File: src/common/cuef_pkg.sv
// shared constants for the configuration unlock and error flag block
package cuef_pkg;
    // register byte offsets
    localparam logic [11:0] CUEF_LOCK_KEY_OFF  = 12'h01C;
    localparam logic [11:0] CUEF_ERR_FLAG_OFF  = 12'h020;
    localparam logic [11:0] CUEF_CMD_OFF       = 12'h040;
    localparam logic [11:0] CUEF_TIMING_OFF    = 12'h044;
    // reset values
    localparam logic [31:0] CUEF_ERR_FLAG_RST  = 32'h0000_0000;
    localparam logic [3:0]  CUEF_MAX_SYNC_RST  = 4'hF;
    // unlock key bytes
    localparam logic [7:0]  CUEF_KEY_FIRST     = 8'hCE;
    localparam logic [7:0]  CUEF_KEY_SECOND    = 8'h31;
    // command codes that leave the configuration state
    localparam logic [3:0]  CUEF_CMD_READY     = 4'h2;
    localparam logic [3:0]  CUEF_CMD_MONITOR   = 4'hB;
    localparam logic [3:0]  CUEF_CMD_ASYNC     = 4'hE;
    localparam logic [3:0]  CUEF_CMD_LOOPBACK  = 4'hF;
    // error flag bit positions
    localparam int CUEF_B_MODE_CHG   = 0;
    localparam int CUEF_B_CMD_REJ    = 1;
    localparam int CUEF_B_SYNC_LOW   = 2;
    localparam int CUEF_B_SYNC_OVF   = 3;
    localparam int CUEF_B_CLK_CORR   = 4;
    localparam int CUEF_B_CMD_LOCK   = 5;
    localparam int CUEF_B_PARITY     = 6;
    localparam int CUEF_B_FIFO_OVR   = 7;
    localparam int CUEF_B_EMPTY_FIFO = 8;
    localparam int CUEF_B_ILL_IN     = 9;
    localparam int CUEF_B_ILL_OUT    = 10;
    localparam int CUEF_B_HANDLER    = 11;
    // per channel: channel a at 16, channel b at 24
    localparam int CUEF_B_CHAN_BASE  = 16;
    localparam int CUEF_B_CHAN_STEP  = 8;
    localparam int CUEF_O_CHAN_ERR   = 0;
    localparam int CUEF_O_LATE_TX    = 1;
    localparam int CUEF_O_BOUND_TX   = 2;
    // secure mode field values
    localparam logic [1:0]  CUEF_SEC_STATIC    = 2'h1;
    // unlock sequence states
    typedef enum logic [1:0]
    {
        CUEF_LOCKED,
        CUEF_KEY_ONE,
        CUEF_OPEN
    } cuef_unlock_t;
endpackage : cuef_pkg

File: src/core/cuef_top.sv
// configuration unlock sequence, command gate and sticky error flags behind apb
//
// Chosen here: the APB register port.
`timescale 1ns/10ps
// Overview of operation
// - key register is write-only and always reads back as zero
// - leaving configuration needs key writes 0xCE then 0x31 right before
// - any other write after the key breaks unlock; host repeats sequence
// - gate applies to ready, monitor, async transfer and loop-back commands
// - flags set on events, cleared by writing one, zero writes ignored
// - error mode changed flag sets whenever the 2-bit mode value changes
// - command rejected flag sets when an ungated command write is busy or not legal
// - command locked flag sets when previous command busy, with rejected
// - sync low flag: below 1 for sync node, below 2 otherwise
// - sync overflow flag: cycle or double-cycle count above maximum
// - clock correction fail flag set at cycle end on missing or limit
// - parity flag sets on any parity status bit rising
// - fifo overrun event input sets overrun flag
// - empty fifo access flag on fifo transfer request while fifo empty
// - illegal input flag on protected header or fifo transfer request outside configuration
// - illegal input flag on input buffer write while host busy
// - illegal output flag on output transfer request while shadow busy
// - handler constraint flag sets on any of seven constraint bits rising
// - channel error flag sets on any channel status bit rising
// - per channel late transmit and boundary transmission flags
module cuef_top
    import cuef_pkg::*;
(
    input  wire logic        pclk,
    input  wire logic        presetn,
    input  wire logic        psel,
    input  wire logic        penable,
    input  wire logic        pwrite,
    input  wire logic [11:0] paddr,
    input  wire logic [31:0] pwdata,
    input  wire logic [3:0]  pstrb,
    output logic      [31:0] prdata,
    output logic             pready,
    output logic             pslverr,
    input  wire logic        poc_in_config,
    input  wire logic [15:0] cmd_legal,
    input  wire logic        cmd_busy,
    output logic             cmd_strobe,
    output logic      [3:0]  cmd_code,
    input  wire logic [1:0]  error_mode_value,
    input  wire logic        cycle_end,
    input  wire logic        sync_node,
    input  wire logic [3:0]  sync_count_cycle,
    input  wire logic [4:0]  sync_count_double,
    input  wire logic        offset_corr_missing,
    input  wire logic        rate_corr_missing,
    input  wire logic        corr_limit_hit,
    input  wire logic [3:0]  handler_status_parity,
    input  wire logic        fifo_overrun_event,
    input  wire logic        fifo_empty,
    input  wire logic        out_req,
    input  wire logic        out_req_fifo,
    input  wire logic        output_shadow_busy,
    input  wire logic        in_req,
    input  wire logic [7:0]  in_req_index,
    input  wire logic        in_req_header,
    input  wire logic        in_req_key_slot,
    input  wire logic        in_req_fifo,
    input  wire logic [1:0]  secure_mode_field,
    input  wire logic [7:0]  first_dynamic_index,
    input  wire logic        in_reg_write,
    input  wire logic        input_host_busy,
    input  wire logic [6:0]  handler_constraint_flags,
    input  wire logic [7:0]  aggregated_channel_status,
    input  wire logic [1:0]  late_tx_event,
    input  wire logic [1:0]  boundary_tx_event
);

    // address match against one register word
    function automatic logic cuef_hit(input logic [11:0] addr, input logic [11:0] off);
        cuef_hit = (addr[11:2] == off[11:2]);
    endfunction : cuef_hit

    // any bit going from zero to one
    function automatic logic cuef_rise(input logic [7:0] cur, input logic [7:0] prev);
        cuef_rise = |(cur & ~prev);
    endfunction : cuef_rise

    // command codes under the unlock gate
    function automatic logic cuef_leaves_cfg(input logic [3:0] code);
        cuef_leaves_cfg = (code == CUEF_CMD_READY) || (code == CUEF_CMD_MONITOR) ||
                          (code == CUEF_CMD_ASYNC) || (code == CUEF_CMD_LOOPBACK);
    endfunction : cuef_leaves_cfg

    logic [31:0]  prdata_q, prdata_d;
    logic         pready_q, pready_d;
    logic         pslverr_q, pslverr_d;
    logic         cmd_strobe_q, cmd_strobe_d;
    logic [3:0]   cmd_code_q, cmd_code_d;
    logic [3:0]   max_sync_q, max_sync_d;
    cuef_unlock_t unlock_q, unlock_d;
    logic [31:0]  eir_q, eir_d;
    logic [31:0]  eir_set;
    logic [1:0]   mode_prev_q;
    logic [3:0]   parity_prev_q;
    logic [6:0]   handler_prev_q;
    logic [7:0]   acs_prev_q;
    logic         wr_done;
    logic         rd_phase;
    logic         mapped;
    logic         cmd_write;
    logic         cmd_gated;
    logic         cmd_locked_ev;
    logic         cmd_rejected_ev;
    logic         protected_hdr;
    logic [7:0]   sync_min;

    // a transfer finishes on the edge where our registered ready is high
    assign wr_done  = psel && penable && pready_q && pwrite;
    assign rd_phase = psel && penable && !pready_q && !pwrite;
    assign mapped   = cuef_hit(paddr, CUEF_LOCK_KEY_OFF) || cuef_hit(paddr, CUEF_ERR_FLAG_OFF) ||
                      cuef_hit(paddr, CUEF_CMD_OFF) || cuef_hit(paddr, CUEF_TIMING_OFF);

    // apb answer: one wait state, data and error launched with ready
    always_comb
    begin
        pready_d  = psel && penable && !pready_q;
        pslverr_d = psel && penable && !pready_q && !mapped;
        prdata_d  = 32'h0000_0000;
        if (rd_phase)
        begin
            if (cuef_hit(paddr, CUEF_ERR_FLAG_OFF))
                prdata_d = eir_q;
            else if (cuef_hit(paddr, CUEF_CMD_OFF))
                prdata_d = {28'h000_0000, cmd_code_q};
            else if (cuef_hit(paddr, CUEF_TIMING_OFF))
                prdata_d = {28'h000_0000, max_sync_q};
            else
                prdata_d = 32'h0000_0000;
        end
    end

    always_ff @(posedge pclk or negedge presetn)
    begin
        if (!presetn)
        begin
            prdata_q  <= 32'h0000_0000;
            pready_q  <= 1'b0;
            pslverr_q <= 1'b0;
        end
        else
        begin
            prdata_q  <= prdata_d;
            pready_q  <= pready_d;
            pslverr_q <= pslverr_d;
        end
    end

    // unlock sequence: every completed write either advances or drops it
    always_comb
    begin
        unlock_d = unlock_q;
        if (wr_done)
        begin
            if (cuef_hit(paddr, CUEF_LOCK_KEY_OFF) && pstrb[0] && pwdata[7:0] == CUEF_KEY_FIRST)
                unlock_d = CUEF_KEY_ONE;
            else if (unlock_q == CUEF_KEY_ONE && cuef_hit(paddr, CUEF_LOCK_KEY_OFF) && pstrb[0] &&
                     pwdata[7:0] == CUEF_KEY_SECOND)
                unlock_d = CUEF_OPEN;
            else
                unlock_d = CUEF_LOCKED;
        end
    end

    always_ff @(posedge pclk or negedge presetn)
    begin
        if (!presetn)
            unlock_q <= CUEF_LOCKED;
        else
            unlock_q <= unlock_d;
    end

    // command gate; a locked-out leave command is dropped, the state stays put
    assign cmd_write       = wr_done && cuef_hit(paddr, CUEF_CMD_OFF) && pstrb[0];
    assign cmd_gated       = cuef_leaves_cfg(pwdata[3:0]) && poc_in_config && (unlock_q != CUEF_OPEN);
    assign cmd_locked_ev   = cmd_write && !cmd_gated && cmd_busy;
    assign cmd_rejected_ev = cmd_write && !cmd_gated && (cmd_busy || !cmd_legal[pwdata[3:0]]);

    always_comb
    begin
        cmd_strobe_d = 1'b0;
        cmd_code_d   = cmd_code_q;
        max_sync_d   = max_sync_q;
        if (cmd_write && !cmd_gated && !cmd_rejected_ev)
        begin
            cmd_strobe_d = 1'b1;
            cmd_code_d   = pwdata[3:0];
        end
        if (wr_done && cuef_hit(paddr, CUEF_TIMING_OFF) && pstrb[0])
            max_sync_d = pwdata[3:0];
    end

    always_ff @(posedge pclk or negedge presetn)
    begin
        if (!presetn)
        begin
            cmd_strobe_q <= 1'b0;
            cmd_code_q   <= 4'h0;
            max_sync_q   <= CUEF_MAX_SYNC_RST;
        end
        else
        begin
            cmd_strobe_q <= cmd_strobe_d;
            cmd_code_q   <= cmd_code_d;
            max_sync_q   <= max_sync_d;
        end
    end

    // protected header decode for input transfer requests
    assign protected_hdr = (in_req_key_slot && in_req_index < 8'h02) ||
                           (in_req_header && secure_mode_field == CUEF_SEC_STATIC &&
                            in_req_index < first_dynamic_index) ||
                           (in_req_header && secure_mode_field[1]) ||
                           in_req_fifo;
    assign sync_min = sync_node ? 8'h01 : 8'h02;

    // set terms for each flag
    always_comb
    begin
        eir_set = 32'h0000_0000;
        eir_set[CUEF_B_MODE_CHG]   = (error_mode_value != mode_prev_q);
        eir_set[CUEF_B_CMD_REJ]    = cmd_rejected_ev;
        eir_set[CUEF_B_CMD_LOCK]   = cmd_locked_ev;
        eir_set[CUEF_B_SYNC_LOW]   = cycle_end && ({4'h0, sync_count_cycle} < sync_min);
        eir_set[CUEF_B_SYNC_OVF]   = cycle_end && ((sync_count_cycle > max_sync_q) ||
                                     (sync_count_double > {1'b0, max_sync_q}));
        eir_set[CUEF_B_CLK_CORR]   = cycle_end && (offset_corr_missing || rate_corr_missing ||
                                     corr_limit_hit);
        eir_set[CUEF_B_PARITY]     = cuef_rise({4'h0, handler_status_parity}, {4'h0, parity_prev_q});
        eir_set[CUEF_B_FIFO_OVR]   = fifo_overrun_event;
        eir_set[CUEF_B_EMPTY_FIFO] = out_req && out_req_fifo && fifo_empty;
        eir_set[CUEF_B_ILL_IN]     = (in_req && !poc_in_config && protected_hdr) ||
                                     (in_reg_write && input_host_busy);
        eir_set[CUEF_B_ILL_OUT]    = out_req && output_shadow_busy;
        eir_set[CUEF_B_HANDLER]    = cuef_rise({1'b0, handler_constraint_flags},
                                               {1'b0, handler_prev_q});
        for (int c = 0; c < 2; c++)
        begin
            eir_set[CUEF_B_CHAN_BASE + c * CUEF_B_CHAN_STEP + CUEF_O_CHAN_ERR] =
                cuef_rise({4'h0, aggregated_channel_status[c*4 +: 4]}, {4'h0, acs_prev_q[c*4 +: 4]});
            eir_set[CUEF_B_CHAN_BASE + c * CUEF_B_CHAN_STEP + CUEF_O_LATE_TX]  = late_tx_event[c];
            eir_set[CUEF_B_CHAN_BASE + c * CUEF_B_CHAN_STEP + CUEF_O_BOUND_TX] = boundary_tx_event[c];
        end
    end

    // write one clears, but a same-cycle set survives
    always_comb
    begin
        eir_d = eir_q;
        if (wr_done && cuef_hit(paddr, CUEF_ERR_FLAG_OFF))
            eir_d = eir_q & ~(pwdata & {{8{pstrb[3]}}, {8{pstrb[2]}}, {8{pstrb[1]}}, {8{pstrb[0]}}});
        eir_d = eir_d | eir_set;
    end

    // history of the levels whose edges raise flags
    always_ff @(posedge pclk or negedge presetn)
    begin
        if (!presetn)
        begin
            eir_q          <= CUEF_ERR_FLAG_RST;
            mode_prev_q    <= 2'h0;
            parity_prev_q  <= 4'h0;
            handler_prev_q <= 7'h00;
            acs_prev_q     <= 8'h00;
        end
        else
        begin
            eir_q          <= eir_d;
            mode_prev_q    <= error_mode_value;
            parity_prev_q  <= handler_status_parity;
            handler_prev_q <= handler_constraint_flags;
            acs_prev_q     <= aggregated_channel_status;
        end
    end

    assign prdata     = prdata_q;
    assign pready     = pready_q;
    assign pslverr    = pslverr_q;
    assign cmd_strobe = cmd_strobe_q;
    assign cmd_code   = cmd_code_q;

    a_key_reads_zero: assert property (@(posedge pclk) disable iff (!presetn)
        (psel && penable && pready_q && !pwrite && cuef_hit(paddr, CUEF_LOCK_KEY_OFF)) |-> (prdata_q == 32'h0000_0000))
        else $error("key register read not zero");

    a_gate_blocks_cmd: assert property (@(posedge pclk) disable iff (!presetn)
        (cmd_write && poc_in_config && cuef_leaves_cfg(pwdata[3:0]) && unlock_q != CUEF_OPEN) |=> !cmd_strobe_q)
        else $error("leave command issued without unlock");

    a_open_issues_cmd: assert property (@(posedge pclk) disable iff (!presetn)
        (cmd_write && unlock_q == CUEF_OPEN && !cmd_busy && cmd_legal[pwdata[3:0]])
        |=> (cmd_strobe_q && cmd_code_q == $past(pwdata[3:0])))
        else $error("unlocked command not issued");

    a_locked_sets_both: assert property (@(posedge pclk) disable iff (!presetn)
        (cmd_write && !cmd_gated && cmd_busy) |=> (eir_q[CUEF_B_CMD_LOCK] && eir_q[CUEF_B_CMD_REJ] && !cmd_strobe_q))
        else $error("locked command flags missing");

    a_mode_change_flag: assert property (@(posedge pclk) disable iff (!presetn)
        (error_mode_value != mode_prev_q) |=> eir_q[CUEF_B_MODE_CHG])
        else $error("mode change not flagged");

    a_sync_low_flag: assert property (@(posedge pclk) disable iff (!presetn)
        (cycle_end && !sync_node && sync_count_cycle == 4'h1) |=> eir_q[CUEF_B_SYNC_LOW])
        else $error("sync low not flagged for one frame");

    a_flag_holds: assert property (@(posedge pclk) disable iff (!presetn)
        (eir_q[CUEF_B_FIFO_OVR] && !(wr_done && cuef_hit(paddr, CUEF_ERR_FLAG_OFF) && pwdata[CUEF_B_FIFO_OVR]))
        |=> eir_q[CUEF_B_FIFO_OVR])
        else $error("overrun flag dropped without clear");

    a_set_beats_clear: assert property (@(posedge pclk) disable iff (!presetn)
        (fifo_overrun_event && wr_done && cuef_hit(paddr, CUEF_ERR_FLAG_OFF) && pwdata[CUEF_B_FIFO_OVR])
        |=> eir_q[CUEF_B_FIFO_OVR])
        else $error("set lost against clear");

    a_ready_one_wait: assert property (@(posedge pclk) disable iff (!presetn)
        (psel && penable && !pready_q) |=> pready_q ##1 !pready_q)
        else $error("apb ready timing wrong");

    // flag set terms and gate outcomes, one cycle after their cause
    a_cmd_rej_flag: assert property (@(posedge pclk) disable iff (!presetn)
        (cmd_write && !cmd_gated && !cmd_busy && !cmd_legal[pwdata[3:0]]) |=> (eir_q[CUEF_B_CMD_REJ] && !cmd_strobe_q))
        else $error("rejected command not flagged");

    a_sync_ovf_flag: assert property (@(posedge pclk) disable iff (!presetn)
        (cycle_end && sync_count_double > {1'b0, max_sync_q}) |=> eir_q[CUEF_B_SYNC_OVF])
        else $error("sync overflow not flagged");

    a_clk_corr_flag: assert property (@(posedge pclk) disable iff (!presetn)
        (cycle_end && (offset_corr_missing || rate_corr_missing || corr_limit_hit)) |=> eir_q[CUEF_B_CLK_CORR])
        else $error("correction failure not flagged");

    a_parity_rise_flag: assert property (@(posedge pclk) disable iff (!presetn)
        ((handler_status_parity & ~parity_prev_q) != 4'h0) |=> eir_q[CUEF_B_PARITY])
        else $error("parity rise not flagged");

    a_fifo_ovr_flag: assert property (@(posedge pclk) disable iff (!presetn)
        fifo_overrun_event |=> eir_q[CUEF_B_FIFO_OVR])
        else $error("overrun not flagged");

    a_empty_fifo_flag: assert property (@(posedge pclk) disable iff (!presetn)
        (out_req && out_req_fifo && fifo_empty) |=> eir_q[CUEF_B_EMPTY_FIFO])
        else $error("empty fifo access not flagged");

    a_ill_out_flag: assert property (@(posedge pclk) disable iff (!presetn)
        (out_req && output_shadow_busy) |=> eir_q[CUEF_B_ILL_OUT])
        else $error("illegal output access not flagged");

    a_late_tx_flag: assert property (@(posedge pclk) disable iff (!presetn)
        late_tx_event[1] |=> eir_q[CUEF_B_CHAN_BASE + CUEF_B_CHAN_STEP + CUEF_O_LATE_TX])
        else $error("late transmit not flagged");

    a_clear_by_one: assert property (@(posedge pclk) disable iff (!presetn)
        (wr_done && cuef_hit(paddr, CUEF_ERR_FLAG_OFF) && pstrb[1] && pwdata[CUEF_B_EMPTY_FIFO] &&
         !eir_set[CUEF_B_EMPTY_FIFO]) |=> !eir_q[CUEF_B_EMPTY_FIFO])
        else $error("flag not cleared by one");

    a_other_write_locks: assert property (@(posedge pclk) disable iff (!presetn)
        (wr_done && !cuef_hit(paddr, CUEF_LOCK_KEY_OFF)) |=> (unlock_q == CUEF_LOCKED))
        else $error("unlock survived another write");

    a_strobe_one_cycle: assert property (@(posedge pclk) disable iff (!presetn)
        cmd_strobe_q |=> !cmd_strobe_q)
        else $error("command strobe longer than one cycle");

endmodule : cuef_top

File: config.mk
export PLATFORM = sky130hd
export DESIGN_NAME = cuef_top
export DESIGN_NICKNAME = d
export VERILOG_FILES = /design/src/common/cuef_pkg.sv /design/src/core/cuef_top.sv
export SDC_FILE = /design/constraint.sdc
export NUM_CORES = 1
export LEC_CHECK = 0
export ABC_AREA = 1
export BUFFER_PORTS_ARGS = -buffer_cell sky130_fd_sc_hd__buf_2
export CORE_UTILIZATION = 38
export CTS_CLUSTER_SIZE = 40
export DETAILED_ROUTE_END_ITERATION = 6
export PLACE_DENSITY = 0.74
export RECOVER_POWER = 25
export SLEW_MARGIN = 10
export SYNTH_ARGS = -nofsm -noshare
export SYNTH_HDL_FRONTEND = slang
export SYNTH_SLANG_ARGS = --single-unit
File: constraint.sdc
create_clock -name pclk -period 1.5 [get_ports pclk]
set_clock_uncertainty 0.1 [all_clocks]
set_input_delay 0.15 -clock pclk [delete_from_list [all_inputs] [get_ports pclk]]
set_output_delay 0.15 -clock pclk [all_outputs]
set_load 0.005 [all_outputs]
==> impl_metrics.yaml, run 1 <==
run_status:
  status: "complete, but fails checks"
  violations: "design-rule violations, negative setup slack"
power:
  clkPwrFrac_pct: 39.6
  ir_worst_vdd_mv: 0.434
  powerDensity_nw_per_um2: 833
  fin_total_pwr_mw: 5.59
  p_sw_mw: 1.38
  p_leak_nw: 3.67
  p_seq_share_pct: 48.1
  intPower_mw: 4.21
  switching_share_pct: 24.7
  p_comb_share_pct: 12.3
synthesis:
  yosysTopAreaCellShare_pct: 51.8
  synth.distinct_cells: 37
  synth_nets: 668
  synth_seq_area_share_pct: 54.1
  synth-edff-count: 0
  ys.flop_type: "dfrtp_1"
  synthTopCellsByCount: "inv_1, nand2_1, dfrtp_1, nor3_1, nand3_1"
  yosys_warnings: 0
  syn_area_um2: 4540
  ys_ff_latch: 98
  synthTopCellsByArea: "dfrtp_1, inv_1, nand2_1"
  synth_cells: 513
  async_reset_ff_share_pct: 100
  synth_most_common_cell: "inv_1"
  synth.avg_cell_area_um2: 8.85
  synth_area_leader_cell: "dfrtp_1"
sta:
  rsz0062_at_grt: "yes"
  slew_viol_final: 0
  finalCritPeriodShare_pct: 107
  finalHoldViolations: 0
  setup_viol: 1
  setup_ws_ps: -104
  relSlewSlack_pct: 44.9
  tightest_slew_ps: 826
  fin_crit_ps: 1600
  max_freq_ghz: 0.624
floorplanning:
  fp.dieW_um: 111
  die-area_um2: 12400
  io_pins: 178
  rows: 39
  core-area_um2: 11500
  die_h_um: 111
  start_util_pct: 39.4
cells_and_area:
  antenna_cells: 0
  drive_above_1_share_pct: 32.3
  area_growth_pct: 47.8
  finalNetCount: 923
  post-route-util_pct: 58.3
min_path:
  min_to: "eir_q[24]"
  worstHoldPathType: "in2reg"
  holdCritStartpoint: "pwdata[24]"
  min_delay_path_depth: 4
detailed_routing:
  postRouteAntennaNets: 0
  finalWirelength_um: 12100
  viasPerCell: 4.71
  firstDrtPassIters: 6
  remaining_drc_errors: 20
  wl_per_cell_um: 13.2
  drtIter0Drc: 274
  vias: 4315
clock_tree:
  cts_root_buf: "clkbuf_16"
  insertion_delay_ps: 340
  cts.clk_slew.worst_paths_ps: 70
  h-tree-depth: 3
  clockBufferDepth: 2
  numCtsBuffers: 9
  cts_sinks: 98
  cts_tree: "built"
grt:
  grt_use_total_pct: 20.1
  grt_max_degree: 64
  grt_pass1_vias: 4400
  antenna_found_initial: 0
  grt.overflow.total: 0
  grt_pass1_wl_um: 19800
place:
  dpl_worst_slack_ps: -123
  port_buffers: 175
  gp_congestion: 0.833
  hpwl_um: 8780
job:
  maxCapViolCount: 0
worst_setup_path:
  arrival_ps: 1730
  critPathKind: "reg2reg"
  critPathMaxFanout: 3
  required_ps: 1630
  r2r_cells: 8
  cp-end-kind: "register"
  rr_startpoint: "max_sync_q[3]"
  ff2ff_setup_slack_ps: -100
  critPathLaunchType: "register"
  reg2reg_to: "eir_q[3]"
## worst max-delay path: stages (launching register included)
cell      delay, ps
dfstp_2         540
inv_2            50
ha_4            230
a21oi_2         110
o211ai_1         90
o21ai_1         100
nand2_1          70
o21ai_1         140
nand2_1          60
## area by class of cell
class,instances,area [um2]
clock buffers,10,239
flip-flops and latches,98,2460
inverters,112,427
clock inverters,6,48.8
repair buffers,254,1620
multi-input cells,293,1740
fillers,1007,4800
well taps,143,179
## placed cells by master, fill, tap and decap left out, drive strengths merged
cell type / Yosys / routed
buf: 9 / 181
nor4: 7 / 7
a21boi: 3 / 3
and2: 1 / 1
inv: 111 / 113
o22ai: 5 / 5
nand2: 106 / 106
a21o: 1 / 1
ha: 16 / 16
a21oi: 19 / 19
dfstp: 4 / 4
nor3b: 1 / 1
xor2: 2 / 2
o221ai: 1 / 1
o31ai: 4 / 4
clkinvlp: 0 / 2
clkbuf: 1 / 27
nand3: 27 / 27
a221oi: 3 / 3
or2: 1 / 1
dfrtp: 94 / 94
nor2: 28 / 28
dlygate4sd3: 0 / 56
nand4: 10 / 10
o211ai: 1 / 1
clkinv: 1 / 3
o21bai: 4 / 4
o21ai: 22 / 22
nor3: 31 / 31
## worst max-delay path by stage
stage                  start       end  slack (ps)  cells after the start
6_report       max_sync_q[3]  eir_q[3]        -100                      8
4_1_cts        max_sync_q[3]  eir_q[3]        -100                      8
5_1_grt        max_sync_q[2]  eir_q[3]        -190                      8
3_5_place_dp   max_sync_q[1]  eir_q[3]        -120                      8
2_1_floorplan  max_sync_q[1]  eir_q[3]           7                      8
3_3_place_gp   max_sync_q[1]  eir_q[3]         -50                      8
## metrics by stage
stage | hold WS, ps | cells | area (um2) | setup TNS (ps)
5_1_grt | 23.9 | 916 | 6710 | -542
3_5_place_dp | 74.1 | 840 | 5740 | -1150
4_1_cts | 0.687 | 912 | 6630 | -108
6_report | 7.33 | 916 | 6710 | -104
3_3_place_gp | 76.8 | 840 | 5740 | -66.5
2_1_floorplan | -246 | 513 | 4580 | 0
## kinds of logic after synthesis
family	share of synthesized area [%]
fa+ha+maj	4.41
simple gates	22.0
buf+inv	10.9
xor+xnor	0.386
flops	54.1
compound gates	8.13
## routing by layer
layer / global-route usage, % / vias up / wire length [um]
met5: 0 / - / 0
met4: 7.93 / 0 / 242
met3: 4.37 / 25 / 687
met2: 34.7 / 159 / 5970
met1: 24.3 / 1999 / 5200
li1: - / 2132 / -
## flip-flops by register name, summed over array words and instances (netlist names)
register        cells
handler_prev_q      7
eir_q              32
pslverr             1
pready              1
unlock_q            2
max_sync_q          4
parity_prev_q       4
mode_prev_q         2
cmd_strobe          1
acs_prev_q          8
prdata             32
cmd_code            4
## power groups by stage
stage / sequential [mW] / combinational (mW) / clock, mW
floorplan: 2.74 / 0.219 / 0
global placement: 2.74 / 0.535 / 0
detailed placement: 2.74 / 0.558 / 0
CTS: 2.69 / 0.681 / 2.28
global route: 2.69 / 0.767 / 2.39
finish: 2.69 / 0.686 / 2.22
## what timing repair did
action | 4_1_cts | 5_1_grt
hold buffers | 56 | 0
endpoints found under the hold margin | 145 | 0
pin swaps | 6 | 11
setup buffers | 0 | 4
gates resized for setup | 6 | 24
setup endpoints to repair | 3 | 51
No activity file was read; power rests on OpenSTA's default activity.
==> run 2: changes to the inputs <==
--- a/config.mk
+++ b/config.mk
@@ -10,7 +10,7 @@
 export CORE_UTILIZATION = 38
 export CTS_CLUSTER_SIZE = 40
 export DETAILED_ROUTE_END_ITERATION = 6
-export PLACE_DENSITY = 0.74
+export PLACE_DENSITY = 0.7
 export RECOVER_POWER = 25
 export SLEW_MARGIN = 10
 export SYNTH_ARGS = -nofsm -noshare
==> impl_metrics.yaml, run 2 (synthesis results as in run 1) <==
run_status:
  status: "complete, but fails checks"
  violations: "design-rule violations, negative setup slack"
cells_and_area:
  final_cell_area_um2: 6690
  area_growth_pct: 47.4
  post-route-util_pct: 58.1
  multiInputGateArea_um2: 1710
  finalNetCount: 918
  final_cell_count_no_fill: 911
  layout.area.seq_um2: 2460
  layout_common_cells: "buf_2, inv_1, nand2_1"
  drive_above_1_share_pct: 30.6
  fillCellCount: 989
  layout_commonest_cell: "buf_2"
  antenna_cells: 0
detailed_routing:
  finalWirelength_um: 12000
  postRouteAntennaNets: 0
  firstDrtPassIters: 6
  vias: 4322
  drtIter0Drc: 246
  remaining_drc_errors: 20
  wl_per_cell_um: 13.2
  viasPerCell: 4.74
clock_tree:
  h-tree-depth: 3
  numCtsBuffers: 9
  cts_tree: "built"
  insertion_delay_ps: 340
  cts_root_buf: "clkbuf_16"
  clockBufferDepth: 2
  cts.clk_slew.worst_paths_ps: 70
  cts_sinks: 98
sta:
  finalHoldViolations: 0
  tns_ps: -92.5
  tightest_slew_ps: 884
  max_freq_ghz: 0.628
  slew_viol_final: 0
  fin_crit_ps: 1590
  finalCritPeriodShare_pct: 106
  holdWs_ps: 9.68
  setup_viol: 1
  rsz0062_at_grt: "yes"
  relSlewSlack_pct: 41.0
  setup_ws_ps: -92.5
floorplanning:
  core-area_um2: 11500
  die-area_um2: 12400
  start_util_pct: 39.4
  rows: 39
  fp.dieW_um: 111
  io_pins: 178
  die_h_um: 111
place:
  port_buffers: 175
  hpwl_um: 8490
  gp_congestion: 0.842
  dpl.cell_count: 835
  dpl_worst_slack_ps: -118
  placed_cell_area_um2: 5690
grt:
  grt_pass1_wl_um: 19900
  grt.overflow.total: 0
  grt_use_total_pct: 20.3
  antenna_found_initial: 0
  grt_max_degree: 99
  grt_pass1_vias: 4405
min_path:
  worstHoldPathType: "in2reg"
worst_setup_path:
  cp_common_cell: "o21ai_1"
  arrival_ps: 1710
  cp-end-kind: "register"
  critPathKind: "reg2reg"
  critPathLaunchType: "register"
  path_cells: "inv_4, ha_4, nand2_2, o21ai_1, o21ai_1, a21boi_1, o21ai_2, nand2_1"
  cp_slowest_cell: "dfstp_2"
  max_stage_delay_ps: 560
  required_ps: 1620
  critPathMaxFanout: 2
power:
  fin_total_pwr_mw: 5.94
  powerDensity_nw_per_um2: 887
  ir_worst_vdd_mv: 0.575
  p_leak_nw: 3.69
job:
  maxCapViolCount: 0
## run 2: changes by cell type in the layout (fill, tap and decap cells not counted), moves of 2 or more
cell and delta:
buf_4 -4, bufinv_16 +2, inv_2 -2, nand2_1 +3
nand2_2 -3, nor3_1 +4, nor3_2 -4, o21ai_0 -3
o21ai_1 +4
## run 2: worst paths after layout
check,start,to,slack (ps),cells past startpoint
setup / recovery,max_sync_q[2],eir_q[3],-90,8
hold / removal,pwdata[11],eir_q[11],10,4
setup reg to reg,max_sync_q[2],eir_q[3],-90,8
hold reg to reg,eir_q[11],eir_q[11],390,2
max in group asynchronous,presetn,prdata[27],210,3
min in group asynchronous,presetn,unlock_q[1],450,3
## run 2: cell type report
class / instances / area share, %
multi-input cells: 293 / 25.6
inverters: 112 / 6.41
clock inverters: 5 / 1.27
flip-flops and latches: 98 / 36.7
repair buffers: 249 / 23.6
clock buffers: 11 / 3.78
well taps: 143 / 2.67
## run 2: where the power goes
| part | switching [mW] | internal (mW) |
|---|---|---|
| registers | 0.0122 | 2.68 |
| logic | 0.336 | 0.339 |
| clock network | 1.01 | 1.56 |
## run 2: worst max-delay path: cells and delay by family, from the launching register on
family	cells	cell delay [ps]
adder cells (fa/ha/maj)	1	240
buffers and inverters	1	50
AO/OA/AOI/OAI	4	410
AND/OR/NAND/NOR	2	120
flip-flops	1	560
## run 2: repair_timing
| item | 4_1_cts | 5_1_grt |
|---|---|---|
| gates resized for setup | 9 | 17 |
| setup buffers | 2 | 2 |
| endpoints found under the setup margin | 6 | 43 |
| hold endpoints to repair | 144 | 0 |
| hold buffers | 56 | 0 |
| pin swaps | 6 | 6 |
## run 2: routing by layer
layer / track usage (%) / share of wire [%] / up-vias
met5: 0 / 0 / -
met4: 8.74 / 2.5 / 0
met1: 24.4 / 42 / 2016
li1: - / - / 2124
met3: 3.99 / 5.1 / 27
met2: 35.4 / 51 / 155
